<file path="config.mk">
export PLATFORM = sky130hd
export DESIGN_NAME = mtx_tx_config_status
export DESIGN_NICKNAME = d
export VERILOG_FILES = /design/src/inc/mtx_pkg.sv /design/src/design/mtx_tx_config_status.sv
export SDC_FILE = /design/constraint.sdc
export NUM_CORES = 1
export LEC_CHECK = 0
export ABC_AREA = 1
export BUFFER_PORTS_ARGS = -buffer_cell sky130_fd_sc_hd__buf_4
export CORE_MARGIN = 2
export CORE_UTILIZATION = 35
export CTS_CLUSTER_DIAMETER = 80
export CTS_CLUSTER_SIZE = 40
export DETAILED_ROUTE_END_ITERATION = 16
export PLACE_DENSITY = 0.64
export SYNTH_ARGS = -nofsm -noshare
export SYNTH_HDL_FRONTEND = slang
export SYNTH_SLANG_ARGS = --single-unit
</file>
<file path="constraint.sdc">
create_clock -name clk_sys -period 7 [get_ports clk_sys]
set_clock_uncertainty 0.15 [all_clocks]
set_input_delay 1.05 -clock clk_sys [delete_from_list [all_inputs] [get_ports clk_sys]]
set_output_delay 1.05 -clock clk_sys [all_outputs]
set_load 0.01 [all_outputs]
</file>
<file path="src/inc/mtx_pkg.sv">
package mtx_pkg;
    // register offsets on the plain register port
    localparam logic [7:0] OFF_TX_STATUS = 8'h04; // transmit_event_status, read
    localparam logic [7:0] OFF_COLL_COUNT = 8'h05; // collision_count_register, read
    localparam logic [7:0] OFF_TX_CONFIG = 8'h0d; // transmit_configuration, write

    // transmit_configuration field positions
    localparam int CFG_CRC_INHIBIT = 0;
    localparam int CFG_LB_LOW = 1; // loopback_select_low
    localparam int CFG_LB_HIGH = 2; // loopback_select_high
    localparam int CFG_AUTO_DIS = 3; // auto_transmit_disable
    localparam int CFG_COLL_OFFSET = 4; // collision_offset_enable
    localparam int CFG_W = 5; // bits 7..5 are reserved and not stored
    localparam logic [CFG_W-1:0] CFG_RESET = 5'h00;

    // transmit_event_status field positions
    localparam int STAT_SENT_OK = 0; // packet_sent_ok
    localparam int STAT_COLLIDED = 2;
    localparam int STAT_ABORTED = 3; // transmit_aborted
    localparam int STAT_CARRIER_LOST = 4; // carrier_lost
    localparam int STAT_UNDERRUN = 5; // fifo_underrun
    localparam int STAT_HB_FAIL = 6; // heartbeat_fail
    localparam int STAT_LATE_COLL = 7;
    localparam logic [7:0] STAT_RESET = 8'h00;

    // loopback modes
    localparam logic [1:0] LB_NORMAL = 2'h0;
    localparam logic [1:0] LB_CORE = 2'h1;
    localparam logic [1:0] LB_ENDEC = 2'h2;
    localparam logic [1:0] LB_EXTERNAL = 2'h3;

    // multicast hash bits that steer the transmitter
    localparam logic [5:0] HASH_DISABLE = 6'h3e; // filter bit 62
    localparam logic [5:0] HASH_ENABLE = 6'h3f; // filter bit 63

    // collision handling
    localparam logic [4:0] MAX_ATTEMPTS = 5'h10; // 16 attempts, original included
    localparam logic [4:0] OFFSET_COLLISIONS = 5'h03;
    localparam int OFFSET_EXTRA = 3;
    localparam int BACKOFF_EXP_MAX = 10;
    localparam int CNT_W = 5;
    localparam int TMR_W = 16;

    // timing
    localparam int CLK_PERIOD_NS = 8;
    localparam int SLOT_TIME_NS = 51200; // 51.2 us
    localparam int HB_WINDOW_NS = 6400; // 6.4 us
    localparam int SLOT_CYCLES = (SLOT_TIME_NS + CLK_PERIOD_NS - 1) / CLK_PERIOD_NS;
    localparam int HB_CYCLES = HB_WINDOW_NS / CLK_PERIOD_NS;

    localparam logic [15:0] LFSR_SEED = 16'hace1;

    typedef enum logic [1:0] {
        ST_IDLE,
        ST_SEND,
        ST_BACKOFF,
        ST_HBEAT
    } mtx_state_t;
endpackage

</file>
<file path="src/design/mtx_tx_config_status.sv">
// Contract
// - loopback select bits reset to zero
// - crc inhibit bit clear appends crc
// - crc inhibit works in every loopback mode
// - two-bit loopback field selects four modes
// - loopback pin high only in mode 10
// - hash 62 disables, hash 63 enables transmitter
// - clearing auto disable re-enables transmitter
// - offset mode widens first three backoffs
// - offset clear gives standard backoff
// - status cleared when next transmission starts
// - sent-ok only without abort or underrun
// - collided bit set, collisions counted
// - sixteen attempts abort and flag it
// - carrier loss flagged, frame continues
// - fifo empty without bus: underrun abort
// - no heartbeat in 6.4 us flags
// - collision after slot time flagged late
// - data config bit three gates loopback
//
// The address-and-strobe port is this design's own decision.
module mtx_tx_config_status #(
    parameter int SLOT_CYCLES = mtx_pkg::SLOT_CYCLES,
    parameter int HB_CYCLES = mtx_pkg::HB_CYCLES
) (
    input wire logic clk_sys, // system clock, 125 MHz
    input wire logic srst, // synchronous reset, active high
    input wire logic [7:0] reg_addr, // register address
    input wire logic [7:0] reg_wdata, // register write data
    input wire logic reg_wr, // write strobe
    input wire logic reg_rd, // read strobe
    output logic [7:0] reg_rdata, // read data, cycle after strobe
    input wire logic loopback_select_enable, // data config bit three, low selects loopback
    input wire logic tx_start, // host initiates a transmission
    input wire logic frame_end, // serializer finished the frame
    input wire logic collision, // collision seen during the attempt
    input wire logic carrier_sense, // carrier level while sending
    input wire logic fifo_empty, // transmit fifo ran empty
    input wire logic bus_grant, // bus held by the dma
    input wire logic cd_heartbeat, // collision signal from transceiver
    input wire logic mc_hash_valid, // multicast frame received
    input wire logic [5:0] mc_hash_index, // its hash filter bit
    output logic crc_append, // append crc to frames
    output logic [1:0] loopback_mode, // effective loopback mode
    output logic loopback_output_pin, // loopback pin
    output logic tx_enable, // transmitter enabled
    output logic tx_busy, // transmission in progress
    output logic retry, // pulse: start next attempt
    output logic tx_abort, // pulse: drop the frame
    output logic tx_done, // pulse: transmission finished
    output logic [9:0] backoff_slots // slot times left of the chosen backoff, counting down
);

    typedef struct packed {
        mtx_pkg::mtx_state_t st;
        logic [mtx_pkg::CFG_W-1:0] cfg;
        logic [7:0] stat;
        logic [mtx_pkg::CNT_W-1:0] coll_cnt;
        logic [mtx_pkg::CNT_W-1:0] attempts;
        logic [7:0] rdata;
        logic tx_dis;
        logic [mtx_pkg::TMR_W-1:0] elapsed;
        logic [mtx_pkg::TMR_W-1:0] tmr;
        logic [9:0] bo_slots;
        logic [15:0] lfsr;
        logic carrier_prev;
        logic retry;
        logic abort;
        logic done;
        logic crc_append;
        logic [1:0] lb_mode;
        logic lb_pin;
        logic tx_en;
    } mtx_regs_t;

    mtx_regs_t s_r;
    mtx_regs_t s_nxt;

    // mask of the backoff draw for collision number n
    function automatic logic [9:0] bo_mask(input logic [mtx_pkg::CNT_W-1:0] n,
                                           input logic offset_on);
        int e;
        e = int'(n);
        if (offset_on && n <= mtx_pkg::OFFSET_COLLISIONS)
        begin
            e = e + mtx_pkg::OFFSET_EXTRA;
        end
        if (e > mtx_pkg::BACKOFF_EXP_MAX)
        begin
            e = mtx_pkg::BACKOFF_EXP_MAX;
        end
        bo_mask = 10'((11'h001 << e) - 11'h001);
    endfunction

    logic cfg_wr;
    logic [mtx_pkg::CNT_W-1:0] coll_inc;
    logic [mtx_pkg::TMR_W-1:0] slot_last;
    logic [mtx_pkg::TMR_W-1:0] hb_last;
    assign cfg_wr = reg_wr && reg_addr == mtx_pkg::OFF_TX_CONFIG;
    assign coll_inc = s_r.coll_cnt + 5'h01;
    assign slot_last = mtx_pkg::TMR_W'(SLOT_CYCLES - 1);
    assign hb_last = mtx_pkg::TMR_W'(HB_CYCLES - 1);

    // next-state logic for the whole block
    always_comb
    begin
        s_nxt = s_r;
        s_nxt.retry = 1'b0;
        s_nxt.abort = 1'b0;
        s_nxt.done = 1'b0;
        s_nxt.rdata = 8'h00;
        s_nxt.lfsr = {s_r.lfsr[14:0], s_r.lfsr[15] ^ s_r.lfsr[13] ^ s_r.lfsr[12] ^ s_r.lfsr[10]};

        // upper three bits of the written byte are reserved and dropped
        if (cfg_wr)
        begin
            s_nxt.cfg = reg_wdata[mtx_pkg::CFG_W-1:0];
        end

        // read data stand one cycle after the strobe
        if (reg_rd)
        begin
            case (reg_addr)
                mtx_pkg::OFF_TX_STATUS: s_nxt.rdata = s_r.stat & 8'hfd;
                mtx_pkg::OFF_COLL_COUNT: s_nxt.rdata = {3'h0, s_r.coll_cnt};
                default: s_nxt.rdata = 8'h00;
            endcase
        end

        // remote disable by special multicast, software clear wins back
        if (!s_nxt.cfg[mtx_pkg::CFG_AUTO_DIS])
        begin
            s_nxt.tx_dis = 1'b0;
        end
        else if (mc_hash_valid && mc_hash_index == mtx_pkg::HASH_DISABLE)
        begin
            s_nxt.tx_dis = 1'b1;
        end
        else if (mc_hash_valid && mc_hash_index == mtx_pkg::HASH_ENABLE)
        begin
            s_nxt.tx_dis = 1'b0;
        end

        // transmit sequencing and status capture
        case (s_r.st)
            mtx_pkg::ST_IDLE:
            begin
                if (tx_start && s_r.tx_en)
                begin
                    s_nxt.stat = mtx_pkg::STAT_RESET;
                    s_nxt.coll_cnt = '0;
                    s_nxt.attempts = 5'h01;
                    s_nxt.elapsed = '0;
                    s_nxt.carrier_prev = carrier_sense;
                    s_nxt.st = mtx_pkg::ST_SEND;
                end
            end
            mtx_pkg::ST_SEND:
            begin
                s_nxt.carrier_prev = carrier_sense;
                if (s_r.elapsed <= slot_last)
                begin
                    s_nxt.elapsed = s_r.elapsed + 16'h0001;
                end
                // carrier loss only flags; the frame runs on
                if (s_r.carrier_prev && !carrier_sense)
                begin
                    s_nxt.stat[mtx_pkg::STAT_CARRIER_LOST] = 1'b1;
                end
                if (fifo_empty && !bus_grant)
                begin
                    s_nxt.stat[mtx_pkg::STAT_UNDERRUN] = 1'b1;
                    s_nxt.abort = 1'b1;
                    s_nxt.done = 1'b1;
                    s_nxt.st = mtx_pkg::ST_IDLE;
                end
                else if (collision)
                begin
                    s_nxt.stat[mtx_pkg::STAT_COLLIDED] = 1'b1;
                    s_nxt.coll_cnt = coll_inc;
                    // late collisions go through the same backoff path
                    if (s_r.elapsed > slot_last)
                    begin
                        s_nxt.stat[mtx_pkg::STAT_LATE_COLL] = 1'b1;
                    end
                    if (s_r.attempts == mtx_pkg::MAX_ATTEMPTS)
                    begin
                        s_nxt.stat[mtx_pkg::STAT_ABORTED] = 1'b1;
                        s_nxt.abort = 1'b1;
                        s_nxt.done = 1'b1;
                        s_nxt.st = mtx_pkg::ST_IDLE;
                    end
                    else
                    begin
                        s_nxt.bo_slots = s_r.lfsr[9:0] & bo_mask(coll_inc,
                                                 s_r.cfg[mtx_pkg::CFG_COLL_OFFSET]);
                        s_nxt.attempts = s_r.attempts + 5'h01;
                        s_nxt.tmr = '0;
                        s_nxt.st = mtx_pkg::ST_BACKOFF;
                    end
                end
                else if (frame_end)
                begin
                    s_nxt.stat[mtx_pkg::STAT_SENT_OK] = 1'b1;
                    s_nxt.tmr = '0;
                    s_nxt.st = mtx_pkg::ST_HBEAT;
                end
            end
            mtx_pkg::ST_BACKOFF:
            begin
                if (s_r.bo_slots == 10'h000)
                begin
                    s_nxt.retry = 1'b1;
                    s_nxt.elapsed = '0;
                    s_nxt.carrier_prev = carrier_sense;
                    s_nxt.st = mtx_pkg::ST_SEND;
                end
                else if (s_r.tmr == slot_last)
                begin
                    s_nxt.tmr = '0;
                    s_nxt.bo_slots = s_r.bo_slots - 10'h001;
                end
                else
                begin
                    s_nxt.tmr = s_r.tmr + 16'h0001;
                end
            end
            mtx_pkg::ST_HBEAT:
            begin
                if (cd_heartbeat)
                begin
                    s_nxt.done = 1'b1;
                    s_nxt.st = mtx_pkg::ST_IDLE;
                end
                else if (s_r.tmr == hb_last)
                begin
                    s_nxt.stat[mtx_pkg::STAT_HB_FAIL] = 1'b1;
                    s_nxt.done = 1'b1;
                    s_nxt.st = mtx_pkg::ST_IDLE;
                end
                else
                begin
                    s_nxt.tmr = s_r.tmr + 16'h0001;
                end
            end
            default:
            begin
                s_nxt.st = mtx_pkg::ST_IDLE;
            end
        endcase

        // crc control is independent of the loopback field
        s_nxt.crc_append = !s_nxt.cfg[mtx_pkg::CFG_CRC_INHIBIT];
        // loopback only acts while the data config bit selects it
        s_nxt.lb_mode = loopback_select_enable ? mtx_pkg::LB_NORMAL
                      : s_nxt.cfg[mtx_pkg::CFG_LB_HIGH:mtx_pkg::CFG_LB_LOW];
        s_nxt.lb_pin = s_nxt.lb_mode == mtx_pkg::LB_ENDEC;
        s_nxt.tx_en = !s_nxt.tx_dis;
    end

    // single state register
    always_ff @(posedge clk_sys)
    begin
        if (srst)
        begin
            s_r <= '0;
            s_r.st <= mtx_pkg::ST_IDLE;
            s_r.cfg <= mtx_pkg::CFG_RESET;
            s_r.stat <= mtx_pkg::STAT_RESET;
            s_r.lfsr <= mtx_pkg::LFSR_SEED;
            s_r.crc_append <= 1'b1;
            s_r.tx_en <= 1'b1;
        end
        else
        begin
            s_r <= s_nxt;
        end
    end

    assign reg_rdata = s_r.rdata;
    assign crc_append = s_r.crc_append;
    assign loopback_mode = s_r.lb_mode;
    assign loopback_output_pin = s_r.lb_pin;
    assign tx_enable = s_r.tx_en;
    assign tx_busy = s_r.st != mtx_pkg::ST_IDLE;
    assign retry = s_r.retry;
    assign tx_abort = s_r.abort;
    assign tx_done = s_r.done;
    assign backoff_slots = s_r.bo_slots;
endmodule // mtx_tx_config_status

</file>
==> flow_summary.toml <==
[die]
die_w_um = 125
dieArea_mm2 = 0.0157
rows = 44
fp.dieH_um = 125
ios = 62
start_util_pct = 35.7
core_region_area_mm2 = 0.0145

[global_route]
grt_overflow_total = 0
grt_pass1_wl_mm = 19.2
grt_usage_pct = 14.7
grt_pass1_vias = 4039
grt_max_degree = 51
antenna_found_initial = 0

[routing]
drtIter0Drc = 273
routed_via_density = 4.84
drc = 0
drtPass1Iterations = 4
ant_nets = 0
drt-total-wl_mm = 11.4
vias = 4430
routedWlPerCell_um = 12.4

[cts]
clock_path_buffers = 2
root_buffer = "clkbuf_16"
tritoncts = "done"
cts_made_buffers = 9
ctsResizeCount = 0
cts_setup_buffers = 0
cts_hold_buf = 0
cts.sinks = 100
h-tree-depth = 3
clkLatencyLatePin_ns = 0.34
cts.clk_slew.worst_paths_ns = 0.07

[power]
leakagePower_nw = 2.44
vdd_drop_max_mv = 0.120
power_mw = 1.74
powerDensity_mw_per_mm2 = 297

[synth]
avgSynthCellArea_um2 = 7.47
synth_edf_count = 0
synthTopCellsByArea = "dfxtp_1 39%, nand2_1 8.1%, inv_1 6.5%"
async_reset_ff_share_pct = 0
ys.flop_type = "dfxtp_1"
yosys_warnings = 0
synthesis.nets = 734
synth_cell_types = 49
syn_inst = 691
synth.cell_area_mm2 = 0.00516
yosysTopAreaCell = "dfxtp_1"
yosysTopAreaCellShare_pct = 38.8
yosysSeqAreaShare_pct = 38.8
ys_ff_latch = 100

[run_status]
outcome = "finished clean"

[timing]
setup_ws_ns = 3.90
setup_viol = 0
setup_tns_ns = 0
min_period_over_period_pct = 44.3
rsz0062_at_grt = "no"
final.min_clock_period_ns = 3.10
max_clock_freq_mhz = 323
relSlewSlack_pct = 55.9
finalHoldViolations = 0
final_max_slew_viol_count = 0
tightest_slew_ns = 0.660
holdWs_ns = 0.267

[final_layout]
mostFrequentLayoutCell = "nand2_1"
diodes = 0
drive_gt1_share_pct = 18.7
stdcell_area_mm2 = 0.00586
final-instance-count-excl-fill = 915
area_delta_synth_final_pct = 13.5
mostFrequentLayoutCells = "111 x nand2_1, 100 x dfxtp_1, 90 x inv_1"
final_core_util_pct = 40.5
fin_nets = 769

[critical_path]
start_kind = "flip-flop"
slowest_delay_ns = 0.66
reg2reg_to = "backoff_slots[8]"
crit_path_end_kind = "flip-flop"
reg2reg_from = "s_r[100]"
cp-endpoint = "backoff_slots[8]"
crit_top_cell = "inv_1"
cp.arrival_ns = 3.18
crit_chain = "inv_1 > nor2_2 > nand4_1 > nand3_1 > inv_1 > o21ai_0 > a21oi_1"
r2r_setup_slack_ns = 3.90
r2r_cells = 7
crit_slowest_cell = "nand3_1"
crit_required_ns = 7.08
worstSetupPathType = "reg2reg"
cp_max_fo = 13
cp-startpoint = "s_r[100]"

[hold_path]
hp-class = "reg2reg"
min-delay-start = "s_nxt[24]"

[place]
hpwlAfterDp_mm = 8.32
dp.cells = 899
port_buffers = 58
dpl_cell_area_mm2 = 0.00556
gp_congestion = 0.851
dp_slack_ns = 3.97

[job]
drv_cap = 0
[worst min path at each step]
stage | slack, ns | depth (start not counted) | to
after floorplan | 0.24 | 2 | s_nxt[22]
after global placement | 0.24 | 1 | s_r[24]
after detailed placement | 0.25 | 1 | s_r[24]
after CTS | 0.27 | 2 | s_nxt[17]
after global routing | 0.28 | 2 | s_nxt[13]
final | 0.27 | 1 | s_r[24]
[area by class of cell]
cell class | count | area (um^2)
inverters | 102 | 383
flip-flops and latches | 100 | 2000
clock inverters | 6 | 62.6
clock buffers | 10 | 239
repair buffers | 58 | 435
multi-input cells | 455 | 2510
well taps | 184 | 230
fillers | 1504 | 8620
[logic make-up after synthesis]
family	Yosys count	share of synthesized area, %
AND/OR/NAND/NOR	315	31.1
buffers and inverters	136	12.6
AO/OA/AOI/OAI	119	13.3
flip-flops	100	38.8
XOR/XNOR	12	2.04
adder cells (fa/ha/maj)	8	1.94
multiplexers	1	0.194
[worst max-delay path: cells and delay by family (launching register included)]
kind                   cells  cell delay, ns
AO/OA/AOI/OAI              2            0.31
AND/OR/NAND/NOR            3            1.69
flip-flops                 1            0.43
buffers and inverters      2            0.41
[synthesized netlist by cell type, types with 3 or more instances]
master	count
nor3_2	3
nor3_1	20
a21oi_2	3
nand3_1	31
a21oi_1	59
xor2_1	7
o21ai_0	27
dfxtp_1	100
nand4_1	20
nand2_4	4
clkbuf_1	5
buf_4	20
a31oi_1	4
nor4_1	4
nand3_2	3
nor3b_1	4
a211oi_1	6
ha_1	8
o211ai_1	5
o21ai_1	4
xnor2_1	5
inv_2	11
nand2_2	7
inv_1	90
buf_6	9
nor2_2	5
nand2_1	111
or2_2	10
nor2_4	6
nor2_1	76
[flip-flops by register name, indices dropped and copies added, names as in the netlist]
register,flops
loopback_mode,2
s_nxt,15
tx_enable,1
reg_rdata,8
backoff_slots,10
crc_append,1
retry,1
tx_done,1
loopback_output_pin,1
tx_abort,1
s_r,59
[power by group]
part | switching [mW] | total, mW | internal [mW] | leakage (nW)
combinational | 0.365 | 0.554 | 0.189 | 1.47
clock | 0.219 | 0.506 | 0.287 | 0.153
sequential | 0.0574 | 0.680 | 0.622 | 0.814
total | 0.642 | 1.74 | 1.10 | 2.44
[routing by layer]
metal	part of all wire (%)	up-vias	global-route usage [%]
li1	-	2317	-
met1	50	2004	20.6
met2	45	96	23.3
met3	3.9	13	2.23
met4	1.4	0	4.71
met5	0	-	0
No activity file was read; power rests on OpenSTA's default activity.
